<file path="config.mk">
export PLATFORM = sky130hd
export DESIGN_NAME = mrspt_top
export DESIGN_NICKNAME = d
export VERILOG_FILES = /design/src/design/mrspt_pkg.sv /design/src/design/mrspt_top.sv /design/src/design/mrspt_start_qual.sv
export SDC_FILE = /design/constraint.sdc
export NUM_CORES = 1
export LEC_CHECK = 0
export BUFFER_PORTS_ARGS = -buffer_cell sky130_fd_sc_hd__buf_4
export CORE_AREA = 2 2 95 97
export DETAILED_ROUTE_END_ITERATION = 10
export DIE_AREA = 0 0 97 99
export PLACE_DENSITY = 0.85
export SLEW_MARGIN = 20
export SYNTH_ARGS = -nofsm -noshare
export SYNTH_HDL_FRONTEND = slang
export SYNTH_SLANG_ARGS = --single-unit
</file>
<file path="constraint.sdc">
create_clock -name clock -period 1.95 [get_ports clock]
set_input_delay 0.195 -clock clock [delete_from_list [all_inputs] [get_ports clock]]
set_output_delay 0.195 -clock clock [all_outputs]
set_load 0.1 [all_outputs]
</file>
<file path="src/design/mrspt_pkg.sv">
package mrspt_pkg;

    // ----------------------------------------------------------------
    // register map
    // ----------------------------------------------------------------
    localparam logic [3:0]  MRSPT_CFG_ADDR      = 4'h0;
    localparam logic [3:0]  MRSPT_STATUS_ADDR   = 4'h1;
    localparam logic [3:0]  MRSPT_MASK_ADDR     = 4'h2;
    localparam logic [3:0]  MRSPT_CTRL_ADDR     = 4'h3;
    localparam logic [3:0]  MRSPT_TIMER_ADDR    = 4'h4;
    localparam logic [3:0]  MRSPT_BSW_ADDR      = 4'h5;
    localparam logic [3:0]  MRSPT_STATE_ADDR    = 4'h6;

    // ----------------------------------------------------------------
    // field positions
    // ----------------------------------------------------------------
    localparam int          MRSPT_PTM_BIT       = 7;
    localparam int          MRSPT_SRS_LSB       = 5;
    localparam int          MRSPT_EN_BIT        = 0;
    localparam int          MRSPT_FIN_BIT       = 1;
    localparam int          MRSPT_IRQ_PKT_BIT   = 0;
    localparam int          MRSPT_IRQ_START_BIT = 1;
    localparam int          MRSPT_BSW_SYNC_BIT  = 0;
    localparam int          MRSPT_BSW_INV_BIT   = 1;

    // ----------------------------------------------------------------
    // reset values
    // ----------------------------------------------------------------
    localparam logic [15:0] MRSPT_CFG_RST       = 16'h0000;
    localparam logic [1:0]  MRSPT_IRQ_RST       = 2'h0;

    // ----------------------------------------------------------------
    // start-record selections
    // ----------------------------------------------------------------
    localparam logic [1:0]  MRSPT_SRS_CMD_WORD  = 2'h0;
    localparam logic [1:0]  MRSPT_SRS_ANY_WORD  = 2'h1;
    localparam logic [1:0]  MRSPT_SRS_CMD_FRAG  = 2'h2;
    localparam logic [1:0]  MRSPT_SRS_ANY_FRAG  = 2'h3;

    typedef enum logic [2:0] {
        MRSPT_IDLE = 3'b001,
        MRSPT_WAIT = 3'b010,
        MRSPT_REC  = 3'b100
    } mrspt_state_t;

endpackage : mrspt_pkg

</file>
<file path="src/design/mrspt_top.sv">
// What this block does
// - mode 0: timer reset on enable, held
// - mode 0: timer starts at start-record word
// - mode 1: timer resets and runs at enable
// - mode 1: finalize restarts timer, new packet
// - packet completion raises enabled ready interrupt
// - select 00: start on valid command word
// - select 01: start on valid any-sync word
// - data-sync start sets sync error flag
// - select 10: command sync plus two bits
// - select 11: any sync plus two bits
// - mode and select are host RW, reset 0
//
// Design decisions made here: the register offsets and the plain strobed port.
`timescale 1ns/10ps
module mrspt_top
    import mrspt_pkg::*;
#(
    parameter int TIMER_W = 32
)(
    input  wire logic        clock,        // 100 MHz
    input  wire logic        nrst,         // async reset, active low
    input  wire logic [3:0]  addr,         // register word address
    input  wire logic [15:0] wdata,        // write data
    input  wire logic        wr,           // write strobe
    input  wire logic        rd,           // read strobe
    output logic      [15:0] rdata,        // read data, cycle after rd
    input  wire logic        sync_det,     // decoder: sync + 2 bits
    input  wire logic        sync_is_cmd,  // decoder: sync type
    input  wire logic        word_done,    // decoder: word complete
    input  wire logic        word_ok,      // decoder: word valid
    input  wire logic        word_is_cmd,  // decoder: word sync type
    input  wire logic        msg_end,      // message recording ended
    input  wire logic        pkt_final,    // packet finalized
    output logic             recording,    // a message is recording
    output logic             msg_start,    // pulse: message begins
    output logic [15:0]      bsw,          // block status word flags
    output logic [TIMER_W-1:0] pkt_timer,  // packet timer
    output logic             packet_ready_irq // level interrupt
);

    // ----------------------------------------------------------------
    // elaboration checks
    // ----------------------------------------------------------------
    // the timer read port shows the low 16 bits, so narrower is refused
    if (TIMER_W < 16 || TIMER_W > 64)
    begin : g_timer_w_check
        $error("mrspt_top: TIMER_W must be 16..64");
    end

    // ----------------------------------------------------------------
    // registers
    // ----------------------------------------------------------------
    logic [15:0]  cfg_q;
    logic         en_q;
    logic         en_prev_q;
    logic [1:0]   irq_stat_q;
    logic [1:0]   irq_mask_q;
    logic [15:0]  rdata_q;
    logic [15:0]  bsw_q;
    logic         run_q;
    logic         rec_q;
    logic [TIMER_W-1:0] tmr_q;
    mrspt_state_t state_q;

    logic         packet_timer_mode;
    logic [1:0]   start_record_select;
    logic         q_start;
    logic         q_sync_err;
    logic         q_frag;
    logic         en_rise;
    logic         fin_sw;
    logic         fin;
    logic         begin_msg;
    logic [1:0]   irq_set;
    logic         q_frag_pending;

    // ----------------------------------------------------------------
    // qualifier and decode
    // ----------------------------------------------------------------
    assign packet_timer_mode   = cfg_q[MRSPT_PTM_BIT];
    assign start_record_select = cfg_q[MRSPT_SRS_LSB +: 2];
    assign en_rise = en_q && !en_prev_q;
    assign fin_sw  = wr && (addr == MRSPT_CTRL_ADDR) && wdata[MRSPT_FIN_BIT];
    // a software finalize counts only while enabled, like the decoder one
    assign fin     = en_q && (pkt_final || fin_sw);

    mrspt_start_qual u_qual (
        .start_record_select (start_record_select),
        .sync_det            (sync_det),
        .sync_is_cmd         (sync_is_cmd),
        .word_done           (word_done),
        .word_ok             (word_ok),
        .word_is_cmd         (word_is_cmd),
        .start               (q_start),
        .sync_err            (q_sync_err),
        .frag_start          (q_frag)
    );

    // a message opens on a qualified word once the packet has left idle,
    // and never while another message is still recording
    assign begin_msg = en_q && (state_q != MRSPT_IDLE) && !rec_q && q_start;

    // ----------------------------------------------------------------
    // host configuration
    // ----------------------------------------------------------------
    // the unused bits of the word are plain storage for software
    always_ff @(posedge clock or negedge nrst)
    begin
        if (!nrst)
            cfg_q <= MRSPT_CFG_RST;
        else if (wr && addr == MRSPT_CFG_ADDR)
            cfg_q <= wdata;
    end

    // ----------------------------------------------------------------
    // enable
    // ----------------------------------------------------------------
    // en_prev_q turns the enable write into a one-cycle rise
    always_ff @(posedge clock or negedge nrst)
    begin
        if (!nrst)
        begin
            en_q      <= 1'b0;
            en_prev_q <= 1'b0;
        end
        else
        begin
            en_prev_q <= en_q;
            if (wr && addr == MRSPT_CTRL_ADDR)
                en_q <= wdata[MRSPT_EN_BIT];
        end
    end

    // ----------------------------------------------------------------
    // packet state
    // ----------------------------------------------------------------
    always_ff @(posedge clock or negedge nrst)
    begin
        if (!nrst)
            state_q <= MRSPT_IDLE;
        else if (!en_q)
            state_q <= MRSPT_IDLE;
        else
        begin
            case (state_q)
                MRSPT_IDLE:
                begin
                    // idle lasts one cycle so the timer clear lands first
                    if (packet_timer_mode)
                        state_q <= MRSPT_REC;
                    else
                        state_q <= MRSPT_WAIT;
                end
                MRSPT_WAIT:
                begin
                    if (begin_msg)
                        state_q <= MRSPT_REC;
                end
                MRSPT_REC:
                begin
                    // mode 0 goes back to waiting for the next start word,
                    // unless a start word lands on the finalize cycle
                    if (fin && !packet_timer_mode && !begin_msg)
                        state_q <= MRSPT_WAIT;
                end
                default:
                    // illegal codes fall back to idle
                    state_q <= MRSPT_IDLE;
            endcase
        end
    end

    // ----------------------------------------------------------------
    // packet timer
    // ----------------------------------------------------------------
    always_ff @(posedge clock or negedge nrst)
    begin
        if (!nrst)
        begin
            tmr_q <= '0;
            run_q <= 1'b0;
        end
        else if (!en_q || en_rise)
        begin
            tmr_q <= '0;
            run_q <= en_rise && packet_timer_mode;
        end
        else if (fin)
        begin
            // restart only in mode 1; mode 0 waits for the next start,
            // which may fall on this very cycle
            tmr_q <= '0;
            run_q <= packet_timer_mode || begin_msg;
        end
        else if (begin_msg && !run_q)
        begin
            // mode 0 holds at zero until the first start word of a packet
            tmr_q <= '0;
            run_q <= 1'b1;
        end
        else if (run_q)
            tmr_q <= tmr_q + TIMER_W'(1);
    end

    // ----------------------------------------------------------------
    // message recording and block status flags
    // ----------------------------------------------------------------
    always_ff @(posedge clock or negedge nrst)
    begin
        if (!nrst)
        begin
            rec_q <= 1'b0;
            bsw_q <= '0;
        end
        else if (!en_q)
            rec_q <= 1'b0;
        else if (begin_msg)
        begin
            // flags belong to the message being opened
            rec_q <= 1'b1;
            bsw_q <= '0;
            bsw_q[MRSPT_BSW_SYNC_BIT] <= q_sync_err;
        end
        else if (rec_q && (msg_end || fin))
            rec_q <= 1'b0;
        else if (rec_q && q_frag_pending && word_done && !word_ok)
            bsw_q[MRSPT_BSW_INV_BIT] <= 1'b1;
    end

    // a fragment start arms the invalid-word check for its own word;
    // the next word end, good or bad, or the end of recording disarms it
    always_ff @(posedge clock or negedge nrst)
    begin
        if (!nrst)
            q_frag_pending <= 1'b0;
        else if (begin_msg)
            q_frag_pending <= q_frag;
        else if (word_done || !rec_q)
            q_frag_pending <= 1'b0;
    end

    // ----------------------------------------------------------------
    // interrupts: sticky, write one to clear, set wins
    // ----------------------------------------------------------------
    assign irq_set[MRSPT_IRQ_PKT_BIT]   = fin;
    // the start bit lets software see traffic without polling the state
    assign irq_set[MRSPT_IRQ_START_BIT] = begin_msg;

    always_ff @(posedge clock or negedge nrst)
    begin
        if (!nrst)
        begin
            irq_stat_q <= MRSPT_IRQ_RST;
            irq_mask_q <= MRSPT_IRQ_RST;
        end
        else
        begin
            if (wr && addr == MRSPT_MASK_ADDR)
                irq_mask_q <= wdata[1:0];
            // a same-cycle event beats the clear so no event is lost
            if (wr && addr == MRSPT_STATUS_ADDR)
                irq_stat_q <= (irq_stat_q & ~wdata[1:0]) | irq_set;
            else
                irq_stat_q <= irq_stat_q | irq_set;
        end
    end

    assign packet_ready_irq = |(irq_stat_q & irq_mask_q);

    // ----------------------------------------------------------------
    // register read
    // ----------------------------------------------------------------
    // zero outside the read cycle so several slaves can share a bus
    always_ff @(posedge clock or negedge nrst)
    begin
        if (!nrst)
            rdata_q <= '0;
        else if (!rd)
            rdata_q <= '0;
        else if (addr == MRSPT_CFG_ADDR)
            rdata_q <= cfg_q;
        else if (addr == MRSPT_STATUS_ADDR)
            rdata_q <= {14'h0000, irq_stat_q};
        else if (addr == MRSPT_MASK_ADDR)
            rdata_q <= {14'h0000, irq_mask_q};
        else if (addr == MRSPT_CTRL_ADDR)
            rdata_q <= {15'h0000, en_q};
        else if (addr == MRSPT_TIMER_ADDR)
            rdata_q <= tmr_q[15:0];
        else if (addr == MRSPT_BSW_ADDR)
            rdata_q <= bsw_q;
        else if (addr == MRSPT_STATE_ADDR)
            rdata_q <= {11'h000, run_q, rec_q, 3'(state_q)};
        else
            rdata_q <= '0;
    end

    // ----------------------------------------------------------------
    // outputs
    // ----------------------------------------------------------------
    assign rdata     = rdata_q;
    // per message; the open packet itself shows in the state register
    assign recording = rec_q;
    assign msg_start = begin_msg;
    assign bsw       = bsw_q;
    assign pkt_timer = tmr_q;

endmodule : mrspt_top

</file>
<file path="src/design/mrspt_start_qual.sv">
`timescale 1ns/10ps
module mrspt_start_qual
    import mrspt_pkg::*;
(
    input  wire logic [1:0] start_record_select, // qualifier choice
    input  wire logic       sync_det,       // sync + two data bits seen
    input  wire logic       sync_is_cmd,    // 1 command sync, 0 data sync
    input  wire logic       word_done,      // complete word decoded
    input  wire logic       word_ok,        // manchester good, odd parity
    input  wire logic       word_is_cmd,    // completed word had cmd sync
    output logic            start,          // begin a message now
    output logic            sync_err,       // began on data sync
    output logic            frag_start      // began on a fragment
);

    always_comb
    begin
        start      = 1'b0;
        sync_err   = 1'b0;
        frag_start = 1'b0;
        case (start_record_select)
            MRSPT_SRS_CMD_WORD:
            begin
                start = word_done && word_ok && word_is_cmd;
            end
            MRSPT_SRS_ANY_WORD:
            begin
                start    = word_done && word_ok;
                sync_err = word_done && word_ok && !word_is_cmd;
            end
            MRSPT_SRS_CMD_FRAG:
            begin
                start      = sync_det && sync_is_cmd;
                frag_start = start;
            end
            default:
            begin
                start      = sync_det;
                frag_start = start;
                sync_err   = sync_det && !sync_is_cmd;
            end
        endcase
    end

endmodule : mrspt_start_qual

</file>
# After elaboration in Yosys (flattened, before gate mapping)
# Cells that the tools add are included.
totals:
  reg_bits: 78
  out_inout_bits: 67
  wordCells: 116
op_classes:
  addsub: 1
  n_eq_ne: 16
  n_mux: 32
  bitwise: 5
  n_reduce_logical: 49
op_table:
  columns: ["operator", "count"]
  rows:
  - ["$mux 32", 4]
  - ["$mux 16", 6]
  - ["$add 32x1->32 const B", 1]
  - ["$logic_and 1x1->1", 23]
  - ["$eq 4x3->1 const B", 3]
  - ["$mux 3", 4]
  - ["$mux 1", 11]
  - ["$mux 5", 2]
  - ["$logic_not 1->1", 9]
  - ["$pmux 3 s3", 1]
  - ["$eq 4x2->1 const B", 2]
  - ["$ne 3x1->1 const B", 2]
  - ["$ne 3x3->1 const B", 2]
  - ["$reduce_or 2->1", 3]
  - ["$logic_or 1x1->1", 5]
  - ["$and 2x2->2", 2]
  - ["$eq 4x1->1 const B", 1]
  - ["$logic_not 4->1", 1]
  - ["$or 2x2->2", 2]
  - ["$pmux 1 s2", 2]
  - ["$reduce_and 2->1", 2]
  - ["$reduce_bool 2->1", 2]
  - ["$reduce_bool 4->1", 1]
  - ["$eq 3x1->1 const B", 1]
  - ["other kinds (11)", 11]

# Longest topological paths before layout
# Gate-level depths: netlist of run 1.
logic_depth:
  depth_word: 10
  depth_mapped: 7
  ltp_nobuf: 5

# Hierarchy
# Synthesis of run 1 repeated with hierarchy kept, for this count alone.
hier_totals:
  hier_cells: 373
  area_unflattened_um2: 3902.5
modules_own_cells:
  columns: ["mod", "n_inst", "cells_each", "area_per_inst_um2"]
  rows:
  - ["mrspt_top", 1, 367, 3851.2]
  - ["mrspt_start_qual", 1, 6, 51.3]

# Worst setup path after synthesis of run 1
# OpenSTA, ideal clock, no wires.
synth_path:
  path_type: "reg2reg"
  startpoint: "register tmr_q[0] (netlist: pkt_timer[0])"
  endpoint: "register tmr_q[30] (netlist: pkt_timer[30])"
  arrival_time_ps: 2659
  setup_slack_ps: -787
  path_stages_with_launch: 8
  period_less_slack_ps: 2737
  cell_sequence: "dfrtp_1 ha_1 and4_1 clkbuf_1 nand4_1 clkbuf_1 or4_1 a21oi_1"
synth_between:
  elab_chain_cells: 5
synth_lines:
  columns: ["element", "line", "rtl"]
  rows:
  - ["start: declaration", "mrspt_top.sv:63", "logic [TIMER_W-1:0] tmr_q;"]
  - ["start signal: assignment", "mrspt_top.sv:203", "tmr_q <= tmr_q + TIMER_W'(1);"]
  - ["$add 32x1->32", "mrspt_top.sv:203", null]
  - ["$mux 32", "mrspt_top.sv:202", "else if (run_q)"]
  - ["$mux 32", "mrspt_top.sv:196", "else if (begin_msg && !run_q)"]
  - ["$mux 32", "mrspt_top.sv:189", "else if (fin)"]
  - ["$mux 32", "mrspt_top.sv:184", "else if (!en_q || en_rise)"]
# No other way between the ends. The select of a mux whose other input is x is not followed.
# A chain may end at the register's enable or synchronous reset.

# Final worst setup path of run 1
layout_path:
  startpoint: "register tmr_q[5] (netlist: pkt_timer[5])"
  endpoint: "register tmr_q[27] (netlist: pkt_timer[27])"
# The elaborated chain is that of the path after synthesis.

==> metrics.cfg, run 1 <==
[run_status]
status = finished, violations left
failed_checks = negative setup slack

[floorplan]
start_util = 0.465
io_pins = 98
die_width_um = 97
rows = 34
die_area_mm2 = 0.00960
die_y_um = 99
core_mm2 = 0.00855

[min_path]
hp-class = in2reg
hold_depth = 2

[sta]
finalCriticalPeriod_ps = 1980
fin_crit_sh = 1.02
rsz0062_at_grt = true
setup_ws_ps = -34.4
slew_viol_final = 0
finClkSkew_ps = 14.5
max_slew.worst_pin.slew_ps = 611
hold_violations = 0
max_freq_ghz = 0.504
slew-limit-headroom = 0.592
setup_violations = 2

[power]
p_sw_frac = 0.330
power.switching_w = 0.00142
pwr-share-comb = 0.237
pwr-share-seq = 0.445
leakage_nw = 2.33
power_w = 0.00429
peakVddDrop_mv = 0.581
power.density_mw_per_mm2 = 775
p_int_w = 0.00287
pwr-share-clk = 0.318

[clock_tree]
cts_buffers = 9
htreeDepth = 3
clk_pin_slew_ps = 90
clock_latency_ps = 370
clockRootBuffer = clkbuf_8
tritoncts = built
cts_max_path_buffers = 2
clock-sinks = 78

[critical_path]
path_class = reg2reg
start_kind = flop
cpMaxStageDelayCell = or4_4
regToRegSetupSlack_ps = -30
worstPathArrival_ps = 2280
crit_start = pkt_timer[5]
reg2reg_to = pkt_timer[27]
critical_path_peak_fanout = 7
critPathRequiredTime_ps = 2250
path_cells = nand4_1 -> buf_4 -> or4_4 -> or4_4 -> a21oi_2
end_kind = flop
r2r-start = pkt_timer[5]
cp_slowest_stage_delay_ps = 550
reg2reg_depth = 5
critPathCapture = pkt_timer[27]
cpMostUsedCell = or4_4

[synthesis]
ys_types = 52
synth_edf_count = 0
synth.area.top_cells = dfrtp_1 (48%), mux2_2 (5.4%), a21oi_1 (3.4%)
synth_cells = 398
synth_flop_cell = dfrtp_1
synthArstFlopShare = 1.00
syn_area_mm2 = 0.00398
yosys.area.top_type = dfrtp_1
yosys_warnings = 0
yosysSeqAreaShare = 0.491
ys_ff_latch = 78
avgSynthCellArea_um2 = 9.99
synth_top_area_frac = 0.485

[route]
vias = 3828
drt_first_pass_iters = 5
finalWirelength_um = 11700
drtAntennaViolNets = 0
wl_per_cell_um = 18.1
drcViolationCount = 0
drt_iter0_drc = 204
viasPerCell = 5.94

[global_routing]
grt_first_pass_wirelength_um = 16700
track_usage = 0.218
grt_max_degree = 47
grt_pass1_vias = 3482
grt_overflow_total = 0
antenna_found_initial = 0

[layout]
layout_commonest_cell = buf_4
mostFrequentLayoutCells = buf_4 (134), dfrtp_1 (48), nand2_1 (28)
area_growth_pct = 39.3
n_antenna_cell = 0
post-route-util = 0.647
final_cell_area_mm2 = 0.00554
post_route_cells_drive_above_1_share = 0.446
nNetsFinal = 563

[job]
cap_violations = 0

[place]
routabilityCongestion = 0.864
place_area_mm2 = 0.00497
io_buffer_count = 83
hpwl_um = 7630

what timing repair did:
action,in CTS,in global routing
hold buffers,1,0
cloned,0,2
hold endpoints to repair,43,0
endpoints found under the setup margin,4,11
buffers inserted,6,27
gates resized for setup,4,17
pin swaps,3,13
worst min path at each step:
stage	slack, ps	start	endpoint
final	60	wdata[3]	cfg_q[3]
after global placement	230	nrst	pkt_timer[28]
after detailed placement	240	nrst	pkt_timer[27]
after CTS	50	wdata[4]	cfg_q[4]
after floorplan	-100	nrst	bsw[0]
after global routing	50	wdata[5]	cfg_q[5]
stage by stage:
| step | instances | hold slack, ps | setup TNS (ps) | setup slack (ps) |
|---|---|---|---|---|
| after global placement | 592 | 234 | 0 | 88.5 |
| after detailed placement | 592 | 244 | -11.4 | -11.4 |
| after floorplan | 411 | -101 | -1820 | -194 |
| after global routing | 644 | 48.1 | -318 | -82.5 |
| after CTS | 615 | 45.6 | -13.4 | -13.4 |
| final | 644 | 56.0 | -42.4 | -34.4 |
registers in the layout, indices dropped and copies added (netlist names):
name and flops:
recording 1, rdata 16, en_q 1, en_prev_q 1
bsw 2, cfg_q 16, q_frag_pending 1, irq_stat_q 2
irq_mask_q 2, state_q 3, pkt_timer 32, run_q 1
power by group through the flow:
stage                     Combinational, W  Clock (W)  Sequential (W)
after floorplan                   0.000610          0         0.00199
after global placement            0.000902          0         0.00194
after detailed placement          0.000930          0         0.00194
after CTS                         0.000962    0.00138         0.00191
after global routing               0.00108    0.00144         0.00193
final                              0.00102    0.00136         0.00191
routing by layer:
metal / routed length, µm / share of wire / vias up / track usage
li1: - / - / 1718 / -
met1: 4460 / 0.38 / 1874 / 0.271
met2: 5970 / 0.51 / 205 / 0.379
met3: 979 / 0.084 / 31 / 0.0553
met4: 270 / 0.023 / 0 / 0.0596
met5: 0 / 0 / - / 0
area by class of cell:
class,instances,area (µm²)
clock buffer,9,124
clock inverter,7,97.6
fill,656,3020
inverter,9,37.5
multi-input combinational,292,1990
sequential,78,2040
tap,108,135
timing repair buffer,141,1100
cells by family after synthesis:
| logic type | after synthesis | synth area share |
|---|---|---|
| AOI/OAI and AO/OA | 100 | 0.160 |
| xor gates and xnor gates | 5 | 0.0110 |
| adders and majority gates | 1 | 0.00315 |
| buffers and inverters | 43 | 0.0570 |
| DFF | 78 | 0.491 |
| muxes | 26 | 0.0715 |
| other | 1 | 0.000943 |
| and+or+nand+nor | 144 | 0.206 |
worst max-delay path, delay by kind of cell (launching register included):
family / cells / cell delay [ps]
compound gates: 1 / 150
buf+inv: 1 / 170
flops: 1 / 450
simple gates: 3 / 1150
synth_stat cells (2+ instances only):
cell / count
o22ai_1: 2
nand2b_1: 8
o21ai_0: 23
o21a_1: 2
or4_1: 11
xnor2_1: 2
mux2_2: 19
nor2b_1: 14
and4_1: 4
buf_2: 3
nand4_1: 9
a21oi_1: 27
nand3_1: 13
a22oi_1: 11
nor4_1: 2
mux2i_1: 7
and2_1: 2
and3_1: 5
a311oi_1: 5
or3_1: 10
a22o_1: 2
nand3b_1: 4
xor2_1: 3
clkbuf_1: 13
nor3_1: 4
a31oi_1: 7
inv_1: 9
or4_4: 2
o211ai_1: 4
nor2_1: 20
buf_4: 14
dfrtp_1: 77
buf_1: 2
nand2_1: 28
or2_2: 3
o31ai_1: 11
Note: power is estimated with default switching activity, not from simulation.
==> inputs of run 2 (changes only) <==
==> constraint.sdc (replaced) <==
create_clock -name clock -period 1.95 [get_ports clock]
set_input_delay 0.39 -clock clock [delete_from_list [all_inputs] [get_ports clock]]
set_output_delay 0.39 -clock clock [all_outputs]
set_load 0.1 [all_outputs]
==> metrics.cfg, run 2 (same netlist as run 1, synthesis figures left out) <==
[sta]
max_freq_ghz = 0.492  ; -2.3%
setup_violations = 1  ; -1
setup_ws_ps = -80.9  ; -46.5 ps
slew-limit-headroom = 0.644  ; +0.0514
max_slew.worst_pin.slew_ps = 521  ; -90.6 ps
rsz0062_at_grt = true
finClkSkew_ps = 9.53  ; -4.93 ps
finalCriticalPeriod_ps = 2030  ; +46.5 ps
slew_viol_final = 0  ; unchanged
hold_violations = 0  ; unchanged
fin_crit_sh = 1.04  ; +0.0238
setup-tns-final_ps = -80.9  ; -38.5 ps

[global_routing]
grt_first_pass_wirelength_um = 17500  ; +4.7%
grt_max_degree = 39  ; -17%
track_usage = 0.228  ; +0.0101
grt_overflow_total = 0  ; unchanged
grt_pass1_vias = 3526  ; +1.3%
antenna_found_initial = 0  ; unchanged

[place]
routabilityCongestion = 0.837  ; -3.1%
hpwl_um = 7820  ; +2.5%
dp_slack_ps = 28.1  ; +39.4 ps
io_buffer_count = 83  ; unchanged
place_area_mm2 = 0.00504  ; +1.4%

[layout]
mostFrequentLayoutCells = buf_4 (128), dfrtp_1 (48), nand2_1 (28)
layout_commonest_cell = buf_4
final_cell_area_mm2 = 0.00546  ; -1.3%
largest_reg_flops = 32  ; unchanged
n_antenna_cell = 0  ; unchanged
post-route-util = 0.639  ; -0.00834
area_growth_pct = 37.5
post_route_cells_drive_above_1_share = 0.429  ; -0.0171
nNetsFinal = 554  ; -1.6%

[floorplan]
core_mm2 = 0.00855  ; unchanged
io_pins = 98  ; unchanged
die_width_um = 97  ; unchanged
die_area_mm2 = 0.00960  ; unchanged
rows = 34  ; unchanged
die_y_um = 99  ; unchanged
start_util = 0.465  ; unchanged

[critical_path]
cpMaxStageDelayCell = dfrtp_1
r2r-start = pkt_timer[1]
reg2reg_depth = 6  ; +1
path_class = reg2out
cp_slowest_stage_delay_ps = 380  ; -170 ps
start_kind = flop
reg2reg_to = pkt_timer[30]
regToRegSetupSlack_ps = 30  ; +60 ps
end_kind = primary output
crit_family = simple AND/OR/NAND/NOR gates
critical_path_peak_fanout = 2  ; -5
path_cells = nand3b_1 -> o21a_1 -> or2_4 -> clkinvlp_4 -> buf_12
worstPathArrival_ps = 1640  ; -640 ps
crit_buf_inv = 2  ; +1
critPathRequiredTime_ps = 1560  ; -690 ps

[route]
wl_per_cell_um = 17.5  ; -3.4%
viasPerCell = 5.86  ; -1.4%
drt_first_pass_iters = 5  ; unchanged
drtAntennaViolNets = 0  ; unchanged
finalWirelength_um = 11100  ; -4.7%
drt_iter0_drc = 313  ; +53%
drcViolationCount = 0  ; unchanged
vias = 3722  ; -2.8%

[power]
power_w = 0.00433  ; +0.91%
pwr-share-comb = 0.241  ; +0.004
peakVddDrop_mv = 0.418  ; -28%
power.density_mw_per_mm2 = 793  ; +2.2%
pwr-share-seq = 0.437  ; -0.008
pwr-share-clk = 0.322  ; +0.004
leakage_nw = 2.30  ; -1.3%
p_int_w = 0.00295  ; +2.5%
p_sw_frac = 0.320  ; -0.0106
power.switching_w = 0.00138  ; -2.3%

[clock_tree]
cts_max_path_buffers = 2  ; unchanged
clk_pin_slew_ps = 80  ; about the same
clockRootBuffer = clkbuf_8
ctsHoldBuffers = 0  ; -1
htreeDepth = 3  ; unchanged
tritoncts = built
clock_latency_ps = 360  ; about the same
cts_buffers = 9  ; unchanged
clock-sinks = 78  ; unchanged

[run_status]
status = finished, violations left
failed_checks = negative setup slack

[min_path]
hp-class = in2async

[job]
cap_violations = 0  ; unchanged

-- run 2: worst max path at each step --
stage                            start  depth (start not counted)             to
after CTS                     cfg_q[6]                          5      msg_start
after detailed placement  pkt_timer[1]                          4  pkt_timer[29]
after floorplan           pkt_timer[4]                          6  pkt_timer[19]
final                         cfg_q[6]                          5      msg_start
after global placement    pkt_timer[1]                          4  pkt_timer[31]
after global routing          cfg_q[6]                          5      msg_start
-- run 2: power groups by stage --
stage	clock [W]	sequential, W	combinational (W)
after floorplan	0	0.00199	0.000612
after global placement	0	0.00192	0.000955
after detailed placement	0	0.00193	0.000983
after CTS	0.00141	0.00189	0.00103
after global routing	0.00147	0.00191	0.00111
final	0.00139	0.00189	0.00104
-- run 2: metrics by stage --
step	hold slack, ps	cells
after floorplan	94.4	411
after global placement	399	601
after detailed placement	410	601
after CTS	19.8	622
after global routing	40.3	635
final	5.71	635
-- run 2: layout make-up --
cell class,count,area (µm²)
multi-input cells,292,1980
clock inverters,4,70.1
clock buffers,12,155
fillers,643,3090
flip-flops and latches,78,2040
repair buffers,132,1040
well taps,108,135
inverters,9,37.5
-- run 2: metal layers --
layer / vias up / track usage / wire length (µm)
met5: - / 0 / 0
met4: 0 / 0.0791 / 202
met3: 18 / 0.0489 / 687
met2: 154 / 0.379 / 5610
met1: 1853 / 0.297 / 4630
li1: 1697 / - / -
-- run 2: what timing repair did --
item,in CTS,in global routing
setup endpoints to repair,1,16
resized for setup,3,13
cloned,0,2
pin swaps,2,7
setup buffers,5,11
